**config.mk**
```make
export PLATFORM = sky130hd
export DESIGN_NAME = aivl_top
export DESIGN_NICKNAME = d
export VERILOG_FILES = /design/src/logic/aivl_pkg.sv /design/src/logic/aivl_arb_if.sv /design/src/logic/aivl_arbiter.sv /design/src/logic/aivl_top.sv
export SDC_FILE = /design/constraint.sdc
export NUM_CORES = 1
export LEC_CHECK = 0
export BUFFER_PORTS_ARGS = -buffer_cell sky130_fd_sc_hd__buf_2
export CAP_MARGIN = 20
export CORE_MARGIN = 2
export CORE_UTILIZATION = 35
export CTS_CLUSTER_DIAMETER = 150
export DETAILED_ROUTE_END_ITERATION = 10
export SYNTH_ARGS = -nofsm -noshare
export SYNTH_HDL_FRONTEND = slang
export SYNTH_HIERARCHICAL = 1
export SYNTH_SLANG_ARGS = --single-unit
```
**constraint.sdc**
```tcl
create_clock -name core_clk_i -period 0.9 [get_ports core_clk_i]
set_input_delay 0.225 -clock core_clk_i [delete_from_list [all_inputs] [get_ports core_clk_i]]
set_output_delay 0.225 -clock core_clk_i [all_outputs]
set_load 0.02 [all_outputs]
```
**src/logic/aivl_pkg.sv**
```systemverilog
// Shared constants for the converter interrupt request and vector logic.
// Assumes an 8-bit register file addressed by the CPU core.
package aivl_pkg;

  // ==========================================================
  // Register file addresses
  localparam logic [7:0] AIVL_ADDR_CONTROL = 8'hfe;  // converter_irq_control
  localparam logic [7:0] AIVL_ADDR_VECTOR  = 8'hff;  // converter_irq_vector

  // ==========================================================
  // Control register fields
  localparam int AIVL_CTL_CONV_FLAG_BIT  = 7;  // conv_done_flag
  localparam int AIVL_CTL_RANGE_FLAG_BIT = 6;  // range_watch_flag
  localparam int AIVL_CTL_CONV_EN_BIT    = 5;  // conv_done_irq_enable
  localparam int AIVL_CTL_RANGE_EN_BIT   = 4;  // range_watch_irq_enable
  localparam int AIVL_CTL_RSVD_BIT       = 3;  // Reserved, reads as one
  localparam int AIVL_CTL_PRIO_MSB       = 2;  // irq_priority_level
  localparam int AIVL_CTL_PRIO_LSB       = 0;

  // ==========================================================
  // Vector register fields
  localparam int AIVL_VEC_BASE_MSB = 7;  // Service block base
  localparam int AIVL_VEC_BASE_LSB = 2;
  localparam int AIVL_VEC_WSEL_BIT = 1;  // source_word_select
  localparam int AIVL_VEC_ZERO_BIT = 0;  // Always zero

  // ==========================================================
  // Reset values
  localparam logic [7:0] AIVL_CONTROL_RESET = 8'h0f;
  localparam logic [7:0] AIVL_VECTOR_RESET  = 8'h02;
  localparam logic       AIVL_WSEL_RANGE    = 1'b0;  // Lower word
  localparam logic       AIVL_WSEL_CONV     = 1'b1;  // Upper word

endpackage : aivl_pkg

```
**src/logic/aivl_arb_if.sv**
```systemverilog
// Carrier between the register block and the source arbiter.
// Assumes both ends share core_clk_i; all signals are plain levels.
`timescale 1ns/1ps
interface aivl_arb_if;
  logic conv_flag;   // conv_done_flag
  logic range_flag;  // range_watch_flag
  logic conv_en;     // conv_done_irq_enable
  logic range_en;    // range_watch_irq_enable
  logic req;         // Any unmasked source
  logic wsel;        // Chosen source word

  modport regs (output conv_flag, range_flag, conv_en, range_en, input req, wsel);
  modport arb  (input conv_flag, range_flag, conv_en, range_en, output req, wsel);
endinterface : aivl_arb_if

```
**src/logic/aivl_arbiter.sv**
```systemverilog
// Source arbiter: masks the two event flags and picks one source.
// Assumes flags and enables arrive as registered levels.
`timescale 1ns/1ps
module aivl_arbiter
  import aivl_pkg::*;
(
  aivl_arb_if.arb  arb_if
);

  import aivl_pkg::*;

  // ==========================================================
  // Masking and selection
  logic conv_live;   // Unmasked conversion-done source
  logic range_live;  // Unmasked out-of-range source

  // Gate each flag with its enable; pure logic, no state kept here
  always_comb begin
    conv_live  = arb_if.conv_flag & arb_if.conv_en;
    range_live = arb_if.range_flag & arb_if.range_en;
    arb_if.req = conv_live | range_live;
    // Watchdog wins a tie; conversion flag stays set, so it is only deferred
    if (range_live) begin
      arb_if.wsel = AIVL_WSEL_RANGE;
    end else if (conv_live) begin
      arb_if.wsel = AIVL_WSEL_CONV;
    end else begin
      arb_if.wsel = AIVL_WSEL_CONV;                     // Idle default, as reset
    end
  end

endmodule : aivl_arbiter

```
**src/logic/aivl_top.sv**
```systemverilog
// Converter interrupt request and vector logic, register side and core side.
// Assumes a register file port synchronous to core_clk_i, one access a cycle.
`timescale 1ns/1ps
module aivl_top
  import aivl_pkg::*;
(
  input  wire logic       core_clk_i,          // Internal clock, 40 MHz
  input  wire logic       nrst_i,              // Async reset, active low
  input  wire logic [7:0] reg_addr_i,          // Register file address
  input  wire logic       reg_wr_i,            // Write strobe, one cycle
  input  wire logic [7:0] reg_wdata_i,         // Write data
  output logic      [7:0] reg_rdata_o,         // Read data, one cycle late
  input  wire logic       conv_done_evt_i,     // Group of conversions done
  input  wire logic       range_watch_evt_i,   // Monitored input out of window
  output logic            irq_req_o,           // Request toward the core
  output logic      [2:0] irq_priority_o,      // Priority for core arbitration
  output logic      [7:0] irq_vector_o         // Vector for the chosen source
);

  import aivl_pkg::*;

  // ==========================================================
  // State
  logic       conv_flag_r;    // conv_done_flag
  logic       conv_flag_nxt;
  logic       range_flag_r;   // range_watch_flag
  logic       range_flag_nxt;
  logic       conv_en_r;      // conv_done_irq_enable
  logic       conv_en_nxt;
  logic       range_en_r;     // range_watch_irq_enable
  logic       range_en_nxt;
  logic [2:0] prio_r;         // irq_priority_level
  logic [2:0] prio_nxt;
  logic [5:0] vec_base_r;     // Service block base
  logic [5:0] vec_base_nxt;
  logic       wsel_r;         // source_word_select, hardware owned
  logic       wsel_nxt;
  logic [7:0] rdata_r;        // Registered read data
  logic [7:0] rdata_nxt;
  logic       req_r;          // Registered request
  logic       req_nxt;
  logic [2:0] prio_out_r;     // Registered priority toward the core
  logic [2:0] prio_out_nxt;
  logic [7:0] vec_out_r;      // Registered vector toward the core
  logic [7:0] vec_out_nxt;

  // ==========================================================
  // Decode helpers
  logic       wr_control;     // Write hits the control register
  logic       wr_vector;      // Write hits the vector register
  logic [7:0] control_view;   // Control register as read
  logic [7:0] vector_view;    // Vector register as read

  // ==========================================================
  // Arbiter link
  aivl_arb_if arb_if ();

  assign arb_if.conv_flag  = conv_flag_r;
  assign arb_if.range_flag = range_flag_r;
  assign arb_if.conv_en    = conv_en_r;
  assign arb_if.range_en   = range_en_r;

  // Masking and source choice live in the arbiter
  aivl_arbiter u_arbiter (
    .arb_if (arb_if.arb)
  );

  // ==========================================================
  // Address decode
  always_comb begin
    wr_control = 1'b0;
    wr_vector  = 1'b0;
    if (reg_wr_i && (reg_addr_i == AIVL_ADDR_CONTROL)) begin
      wr_control = 1'b1;                         // Control write
    end else if (reg_wr_i && (reg_addr_i == AIVL_ADDR_VECTOR)) begin
      wr_vector = 1'b1;                          // Vector write
    end
  end

  // ==========================================================
  // Read views
  always_comb begin
    control_view = '0;
    control_view[AIVL_CTL_CONV_FLAG_BIT]  = conv_flag_r;
    control_view[AIVL_CTL_RANGE_FLAG_BIT] = range_flag_r;
    control_view[AIVL_CTL_CONV_EN_BIT]    = conv_en_r;
    control_view[AIVL_CTL_RANGE_EN_BIT]   = range_en_r;
    control_view[AIVL_CTL_RSVD_BIT]       = AIVL_CONTROL_RESET[AIVL_CTL_RSVD_BIT];
    control_view[AIVL_CTL_PRIO_MSB:AIVL_CTL_PRIO_LSB] = prio_r;
    vector_view = '0;
    vector_view[AIVL_VEC_BASE_MSB:AIVL_VEC_BASE_LSB] = vec_base_r;
    vector_view[AIVL_VEC_WSEL_BIT] = wsel_r;
    vector_view[AIVL_VEC_ZERO_BIT] = 1'b0;
  end

  // ==========================================================
  // Event flags
  // Hardware set beats a software clear in the same cycle, so no event is lost
  always_comb begin
    conv_flag_nxt  = conv_flag_r;
    range_flag_nxt = range_flag_r;
    if (wr_control) begin
      // Writing one sets the flag as a software request
      conv_flag_nxt  = reg_wdata_i[AIVL_CTL_CONV_FLAG_BIT];
      range_flag_nxt = reg_wdata_i[AIVL_CTL_RANGE_FLAG_BIT];
    end
    if (conv_done_evt_i) begin
      conv_flag_nxt = 1'b1;
    end
    if (range_watch_evt_i) begin
      range_flag_nxt = 1'b1;
    end
  end

  // Flag registers
  always_ff @(posedge core_clk_i or negedge nrst_i) begin
    if (!nrst_i) begin
      conv_flag_r  <= AIVL_CONTROL_RESET[AIVL_CTL_CONV_FLAG_BIT];
      range_flag_r <= AIVL_CONTROL_RESET[AIVL_CTL_RANGE_FLAG_BIT];
    end else begin
      conv_flag_r  <= conv_flag_nxt;
      range_flag_r <= range_flag_nxt;
    end
  end

  // ==========================================================
  // Enables and priority
  always_comb begin
    conv_en_nxt  = conv_en_r;
    range_en_nxt = range_en_r;
    prio_nxt     = prio_r;
    if (wr_control) begin
      conv_en_nxt  = reg_wdata_i[AIVL_CTL_CONV_EN_BIT];
      range_en_nxt = reg_wdata_i[AIVL_CTL_RANGE_EN_BIT];
      prio_nxt     = reg_wdata_i[AIVL_CTL_PRIO_MSB:AIVL_CTL_PRIO_LSB];
    end
  end

  // Enable and priority registers
  always_ff @(posedge core_clk_i or negedge nrst_i) begin
    if (!nrst_i) begin
      conv_en_r  <= AIVL_CONTROL_RESET[AIVL_CTL_CONV_EN_BIT];
      range_en_r <= AIVL_CONTROL_RESET[AIVL_CTL_RANGE_EN_BIT];
      prio_r     <= AIVL_CONTROL_RESET[AIVL_CTL_PRIO_MSB:AIVL_CTL_PRIO_LSB];
    end else begin
      conv_en_r  <= conv_en_nxt;
      range_en_r <= range_en_nxt;
      prio_r     <= prio_nxt;
    end
  end

  // ==========================================================
  // Vector register
  // Word select ignores software; it takes the arbiter's choice while a request is live and holds it otherwise
  always_comb begin
    vec_base_nxt = vec_base_r;
    if (wr_vector) begin
      vec_base_nxt = reg_wdata_i[AIVL_VEC_BASE_MSB:AIVL_VEC_BASE_LSB];
    end
    wsel_nxt = wsel_r;
    if (arb_if.req) begin
      wsel_nxt = arb_if.wsel;
    end
  end

  // Vector registers; base has no documented reset, cleared for determinism
  always_ff @(posedge core_clk_i or negedge nrst_i) begin
    if (!nrst_i) begin
      vec_base_r <= AIVL_VECTOR_RESET[AIVL_VEC_BASE_MSB:AIVL_VEC_BASE_LSB];
      wsel_r     <= AIVL_VECTOR_RESET[AIVL_VEC_WSEL_BIT];
    end else begin
      vec_base_r <= vec_base_nxt;
      wsel_r     <= wsel_nxt;
    end
  end

  // ==========================================================
  // Read data
  // Unmapped addresses return zero
  always_comb begin
    if (reg_addr_i == AIVL_ADDR_CONTROL) begin
      rdata_nxt = control_view;
    end else if (reg_addr_i == AIVL_ADDR_VECTOR) begin
      rdata_nxt = vector_view;
    end else begin
      rdata_nxt = '0;
    end
  end

  // Read data register
  always_ff @(posedge core_clk_i or negedge nrst_i) begin
    if (!nrst_i) begin
      rdata_r <= '0;
    end else begin
      rdata_r <= rdata_nxt;
    end
  end

  // ==========================================================
  // Core-side request
  // Vector is formed from the arbiter choice directly, so it agrees with req
  always_comb begin
    req_nxt      = arb_if.req;
    prio_out_nxt = prio_r;
    vec_out_nxt  = {vec_base_r, arb_if.wsel, 1'b0};
  end

  // Core-side output registers
  always_ff @(posedge core_clk_i or negedge nrst_i) begin
    if (!nrst_i) begin
      req_r      <= 1'b0;
      prio_out_r <= AIVL_CONTROL_RESET[AIVL_CTL_PRIO_MSB:AIVL_CTL_PRIO_LSB];
      vec_out_r  <= AIVL_VECTOR_RESET;
    end else begin
      req_r      <= req_nxt;
      prio_out_r <= prio_out_nxt;
      vec_out_r  <= vec_out_nxt;
    end
  end

  // ==========================================================
  // Outputs
  assign reg_rdata_o    = rdata_r;
  assign irq_req_o      = req_r;
  assign irq_priority_o = prio_out_r;
  assign irq_vector_o   = vec_out_r;

endmodule : aivl_top
```
==> results of run 1 <==
[synthesized netlist by cell type]
master     n
nand3_1    1
nand4_4    1
a21oi_1    1
clkbuf_1   1
dfstp_2    8
mux2_2    12
a22o_1     1
mux2i_1    8
nor3_4     1
nor2_1    10
nand2_1    2
buf_4      1
conb_1     1
or2_2      1
buf_6      1
dfrtp_1   25
nor3b_1    1
nor4_4     1
inv_1      2
[cells in the final DEF, fill, tap and decap left out]
master | synthesis | final
nand2_1 | 2 | 2
buf_4 | 1 | 7
clkbuf_1 | 1 | 2
buf_2 | 0 | 13
or2_4 | 0 | 1
clkbuf_4 | 0 | 5
nor2_1 | 10 | 10
nand3_4 | 0 | 1
mux2i_1 | 8 | 8
dfstp_2 | 8 | 8
inv_1 | 2 | 1
conb_1 | 1 | 1
a21oi_1 | 1 | 1
inv_2 | 0 | 1
dfrtp_1 | 25 | 25
nor3b_1 | 1 | 1
a22o_1 | 1 | 1
nor3_4 | 1 | 1
buf_12 | 0 | 2
clkbuf_8 | 0 | 1
nor4_4 | 1 | 1
buf_6 | 1 | 29
mux2_4 | 0 | 8
dlygate4sd3_1 | 0 | 1
nand4_4 | 1 | 1
mux2_2 | 12 | 4
[through the flow]
| step | hold WS [ns] | total power, mW | std cells |
|---|---|---|---|
| after floorplan | -0.0706 | 1.77 | 79 |
| after global placement | 0.101 | 1.90 | 171 |
| after detailed placement | 0.102 | 1.91 | 171 |
| after CTS | 0.117 | 2.79 | 182 |
| after global routing | 0.111 | 2.93 | 182 |
| final | 0.124 | 2.79 | 182 |
[cell type report]
class / count / share of cell area [%]
sequential: 33 / 45.1
timing repair buffer: 52 / 26.7
multi-input combinational: 41 / 21.6
clock buffer: 8 / 3.17
tap: 46 / 3.10
inverter: 2 / 0.405
[power groups by stage]
stage	Sequential [mW]	Combinational [mW]	Clock [mW]
2_1_floorplan	1.65	0.112	0
3_3_place_gp	1.62	0.276	0
3_5_place_dp	1.62	0.281	0
4_1_cts	1.60	0.333	0.859
5_1_grt	1.61	0.369	0.945
6_report	1.60	0.341	0.844
[state kept, by name, indices dropped and copies added, names as in the netlist, 3 cells and up]
signal          flops
reg_rdata_o         8
irq_vector_o        7
vec_base_r          6
irq_priority_o      3
prio_out_nxt        3
[routing by layer]
layer	global-route usage (%)	vias up	wire length (um)
met4	10.8	0	74
met5	0	-	0
met1	14.5	384	878
met2	22.2	29	1190
li1	-	380	-
met3	3.21	8	122
[worst max-delay path by stage]
stage,end,slack [ns],cells after the start
floorplan,prio_out_nxt[0],-0.39,3
global placement,arb_if.range_en,-0.39,5
detailed placement,arb_if.conv_en,-0.42,5
CTS,irq_priority_o[1],-0.32,1
global route,irq_vector_o[1],-0.35,1
finish,irq_priority_o[1],-0.31,1
[what timing repair did]
item | in CTS | in global routing
hold buffers | 1 | 0
pin swaps | 5 | 2
endpoints found under the hold margin | 29 | 0
buffers inserted | 2 | 0
setup endpoints to repair | 33 | 29
gates resized for setup | 43 | 6
cloned | 0 | 0
[cells by family (layout without fill, tap and decap cells)]
kind of cell | after synthesis | after routing | share of synthesized area [%]
multiplexers | 20 | 20 | 17.6
AO/OA/AOI/OAI | 2 | 2 | 1.13
AND/OR/NAND/NOR | 18 | 18 | 10.0
buffers and inverters | 5 | 62 | 2.46
flip-flops | 33 | 33 | 68.4
other | 1 | 1 | 0.307
==> flow_metrics.env, run 1 <==
export IMPL_ff2ff_setup_slack_ns=-0.08
export IMPL_p_clk_share_pct=30.3
export IMPL_cts_tree="done"
export IMPL_fp_row_count=21
export IMPL_antenna_cells=0
export IMPL_port_buffers=39
export IMPL_cts_htree_levels=2
export IMPL_avgSynthCellArea_um2=15.5
export IMPL_die_y_um=63.1
export IMPL_fin_crit_ns=1.21
export IMPL_drive_gt1_share_pct=61.0
export IMPL_vdd_drop_max_v=0.000572
export IMPL_period_share_pct=134
export IMPL_vias_per_cell=4.40
export IMPL_fin_skew_ns=0.00601
export IMPL_crit_fanout=1
export IMPL_die_x_um=63.1
export IMPL_startpoint="irq_priority_o[1]"
export IMPL_core_area_mm2=0.00334
export IMPL_drv_cap=0
export IMPL_nNetsFinal=156
export IMPL_r2r_start="arb_if.conv_en"
export IMPL_dp_hpwl_um=1620
export IMPL_startpoint_type="flop"
export IMPL_synthCells=79
export IMPL_hold_depth=2
export IMPL_r2r_end="wsel_r"
export IMPL_clk_pin_slew_ns=0.09
export IMPL_hold_path_class="input pin to flop"
export IMPL_design_area_mm2=0.00185
export IMPL_grt_pass1_vias=889
export IMPL_tns_ns=-3.80
export IMPL_synth_top_area_share_pct=51.2
export IMPL_drt_initial_drc_count=19
export IMPL_cp_arrival_ns=0.98
export IMPL_maxSlewViolCount=0
export IMPL_antenna_found_initial=0
export IMPL_clk_latency_ns=0.34
export IMPL_setup_viol_count_final=20
export IMPL_postRouteAntennaNets=0
export IMPL_vias=801
export IMPL_crit_type="flop to output port"
export IMPL_initial_core_util_pct=36.6
export IMPL_drcViolationCount=0
export IMPL_cts_buffers=5
export IMPL_hold_viol=0
export IMPL_intPower_mw=2.14
export IMPL_synth_cell_types=19
export IMPL_power_switching_uw=643
export IMPL_violations="negative setup slack"
export IMPL_fin_util_pct=55.6
export IMPL_grt_max_degree=25
export IMPL_cts_root_buffer="clkbuf_4"
export IMPL_min_from="reg_wdata_i[3]"
export IMPL_cp_top_family="flip-flops"
export IMPL_wirelength_um=2260
export IMPL_crit_required_ns=0.67
export IMPL_netSwitchingFraction_pct=23.1
export IMPL_leakagePower_nw=0.892
export IMPL_yosysTopAreaCell="dfrtp_1"
export IMPL_ys_warn_count=6
export IMPL_hold_end="vec_base_r[1]"
export IMPL_rsz0062_at_grt="yes"
export IMPL_crit_slowest_cell="dfstp_2"
export IMPL_syn_to_final_growth_pct=51.8
export IMPL_ys_ff_latch=33
export IMPL_globalplace_congestion=0.713
export IMPL_io_pins=41
export IMPL_dp_slack_ns=-0.415
export IMPL_cts_sinks=33
export IMPL_ys_seq_area_share_pct=68.4
export IMPL_place_area_mm2=0.00160
export IMPL_setup_slack_ns=-0.307
export IMPL_max_stage_delay_ns=0.54
export IMPL_end_kind="output port"
export IMPL_seq_area_um2=836
export IMPL_p_seq_share_pct=57.5
export IMPL_pwr_share_comb_pct=12.2
export IMPL_cp_num_buf_inv=1
export IMPL_cts_buffer_depth=2
export IMPL_multi_input_area_um2=400
export IMPL_wire_per_inst_um=12.4
export IMPL_path_cells="buf_6"
export IMPL_overflow=0
export IMPL_grt_pass1_wl_um=3930
export IMPL_fmax_mhz=828
export IMPL_synth_area_mm2=0.00122
export IMPL_p_per_area_mw_per_mm2=1500
export IMPL_grt_usage_pct=13.4
export IMPL_status="finished with violations"
export IMPL_die_area_mm2=0.00398
export IMPL_reg2reg_depth=2
export IMPL_fillCellCount=291
export IMPL_synth_area_leaders="dfrtp_1 (51%), dfstp_2 (17%), mux2_2 (11%)"
export IMPL_drt_pass1_iterations=2
export IMPL_synth_fp_nets=100
No activity file was read; power rests on OpenSTA's default activity.
==> run 2: changes to the inputs <==
--- a/config.mk
+++ b/config.mk
@@ -13,5 +13,4 @@
 export DETAILED_ROUTE_END_ITERATION = 10
 export SYNTH_ARGS = -nofsm -noshare
 export SYNTH_HDL_FRONTEND = slang
-export SYNTH_HIERARCHICAL = 1
 export SYNTH_SLANG_ARGS = --single-unit
==> flow_metrics.env, run 2 <==
export IMPL_hold_viol=0
export IMPL_synthTopCellsByCount="dfrtp_1 (25), mux2_2 (11), nor2_1 (10)"
export IMPL_m1WireLength_um=917
export IMPL_crit_slowest_cell="dfstp_2"
export IMPL_max_stage_delay_ns=0.54
export IMPL_vdd_drop_max_v=0.000676
export IMPL_port_buffers=39
export IMPL_cp_top_family="flip-flops"
export IMPL_r2r_start="arb_if.range_en"
export IMPL_crit_fanout=1
export IMPL_synthCells=81
export IMPL_end_kind="output port"
export IMPL_fillCellCount=289
export IMPL_clk_latency_ns=0.33
export IMPL_wl_met2_um=1280
export IMPL_die_x_um=63.0
export IMPL_crit_required_ns=0.67
export IMPL_core_area_mm2=0.00334
export IMPL_ys_warn_count=0
export IMPL_startpoint_type="flop"
export IMPL_top_layer_used="met4"
export IMPL_rsz0062_at_grt="yes"
export IMPL_vias=806
export IMPL_antenna_found_initial=0
export IMPL_grt_pass1_vias=855
export IMPL_crit_type="flop to output port"
export IMPL_die_area_mm2=0.00397
export IMPL_dp_hpwl_um=1680
export IMPL_grt_max_degree=26
export IMPL_place_area_mm2=0.00157
export IMPL_syn_to_final_growth_pct=50.1
export IMPL_hold_depth=2
export IMPL_wirelength_um=2420
export IMPL_io_pins=41
export IMPL_cts_sinks=33
export IMPL_drcViolationCount=0
export IMPL_synthFlopType="dfrtp_1"
export IMPL_drt_initial_drc_count=47
export IMPL_hold_end="vec_base_r[4]"
export IMPL_drt_pass1_iterations=3
export IMPL_tns_ns=-3.54
export IMPL_wire_per_inst_um=13.3
export IMPL_min_from="reg_wdata_i[6]"
export IMPL_drv_cap=0
export IMPL_largest_reg_flops=8
export IMPL_avgSynthCellArea_um2=15.0
export IMPL_grt_usage_pct=14.6
export IMPL_vias_per_cell=4.43
export IMPL_setup_slack_ns=-0.290
export IMPL_fin_crit_ns=1.19
export IMPL_p_per_area_mw_per_mm2=1480
export IMPL_synth_fp_nets=102
export IMPL_initial_core_util_pct=36.5
export IMPL_cp_arrival_ns=0.97
export IMPL_postRouteAntennaNets=0
export IMPL_design_area_mm2=0.00183
export IMPL_ys_seq_area_share_pct=68.6
export IMPL_yosysMostFrequentCell="dfrtp_1"
export IMPL_fp_row_count=21
export IMPL_cts_htree_levels=2
export IMPL_status="finished with violations"
export IMPL_ys_ff_latch=33
export IMPL_leakagePower_nw=0.883
export IMPL_cts_tree="done"
export IMPL_async_reset_ff_share_pct=100
export IMPL_ff2ff_setup_slack_ns=0.08
export IMPL_clk_pin_slew_ns=0.10
export IMPL_synth_cell_types=18
export IMPL_period_share_pct=132
export IMPL_violations="negative setup slack"
export IMPL_r2r_end="arb_if.range_en"
export IMPL_nNetsFinal=156
export IMPL_layout_commonest_cell="buf_6"
export IMPL_path_cells="buf_6"
export IMPL_antenna_cells=0
export IMPL_synth_area_leaders="dfrtp_1 (51%), dfstp_2 (17%), mux2_2 (10%)"
export IMPL_drive_gt1_share_pct=58.8
export IMPL_synth_edf_count=0
export IMPL_cts_buffer_depth=2
export IMPL_fmax_mhz=840
export IMPL_reg2reg_depth=1
export IMPL_hold_path_class="input pin to flop"
export IMPL_die_y_um=63.0
export IMPL_yosysTopAreaCell="dfrtp_1"
export IMPL_grt_pass1_wl_um=4250
export IMPL_cts_root_buffer="clkbuf_4"
export IMPL_final_cell_mix="buf_6 (27), dfrtp_1 (25), buf_2 (14)"
export IMPL_seq_area_um2=836
export IMPL_multi_input_area_um2=409
export IMPL_maxSlewViolCount=0
export IMPL_overflow=0
export IMPL_wl_met3_um=132
export IMPL_fin_skew_ns=0.0166
export IMPL_globalplace_congestion=0.702
export IMPL_cts_buffers=5
export IMPL_setup_viol_count_final=23
export IMPL_synth_area_mm2=0.00122
export IMPL_cp_num_buf_inv=1
export IMPL_finalPower_mw=2.71
export IMPL_synth_top_area_share_pct=51.3
[run 2: cell count changes in the layout (fill, tap and decap cells not counted), moves of 2 or more]
cell     previous run  this run
nand2_1             2         4
mux2_4              8        11
buf_6              29        27
a21oi_1             1         3
mux2_2              4         0
[run 2: metrics by stage]
step	util, %	worst slack (ns)	hold slack [ns]	instances
2_1_floorplan	-	-0.389	-0.0706	81
3_3_place_gp	47.1	-0.416	0.0927	170
3_5_place_dp	47.1	-0.453	0.0958	170
4_1_cts	54.3	-0.300	0.130	182
5_1_grt	54.8	-0.332	0.121	182
6_report	54.8	-0.290	0.139	182
[run 2: power breakdown]
group	total (mW)	internal [mW]	switching, mW
Clock	0.748	0.304	0.444
Combinational	0.335	0.180	0.154
Sequential	1.63	1.58	0.0458
Total	2.71	2.06	0.644
[run 2: kinds of logic (layout without fill, tap and decap cells)]
| logic type | count (synthesis) | count (layout) | share of synthesized area, % |
|---|---|---|---|
| flops | 33 | 33 | 68.6 |
| other cells | 1 | 1 | 0.308 |
| compound gates | 3 | 3 | 1.23 |
| simple gates | 20 | 20 | 10.7 |
| buf+inv | 5 | 60 | 2.46 |
| mux | 19 | 19 | 16.7 |
[run 2: how the worst max path moves through the flow]
stage,from,to,slack (ns),cells past startpoint
3_3_place_gp,reg_addr_i[3],arb_if.conv_en,-0.42,5
3_5_place_dp,reg_addr_i[3],arb_if.range_en,-0.45,5
2_1_floorplan,reg_addr_i[0],prio_out_nxt[0],-0.39,3
4_1_cts,irq_priority_o[1],irq_priority_o[1],-0.30,1
6_report,irq_vector_o[1],irq_vector_o[1],-0.29,1
5_1_grt,irq_priority_o[1],irq_priority_o[1],-0.33,1
[run 2: final cells by class]
class / count / area share [%]
clock inverters: 1 / 0.274
clock buffers: 7 / 2.46
repair buffers: 50 / 25.6
well taps: 46 / 3.15
inverters: 2 / 0.410
multi-input cells: 43 / 22.4
flip-flops and latches: 33 / 45.7
[run 2: metal layers]
metal	vias up	GRT usage (%)
li1	375	-
met4	0	10.3
met1	392	16.5
met2	31	23.4
met5	-	0
met3	8	4.68
[run 2: repair_timing]
action,CTS,global route
gates resized for setup,46,5
pin swaps,4,0
hold buffers,1,0
buffers inserted,3,0
hold endpoints to repair,24,0
setup endpoints to repair,31,26
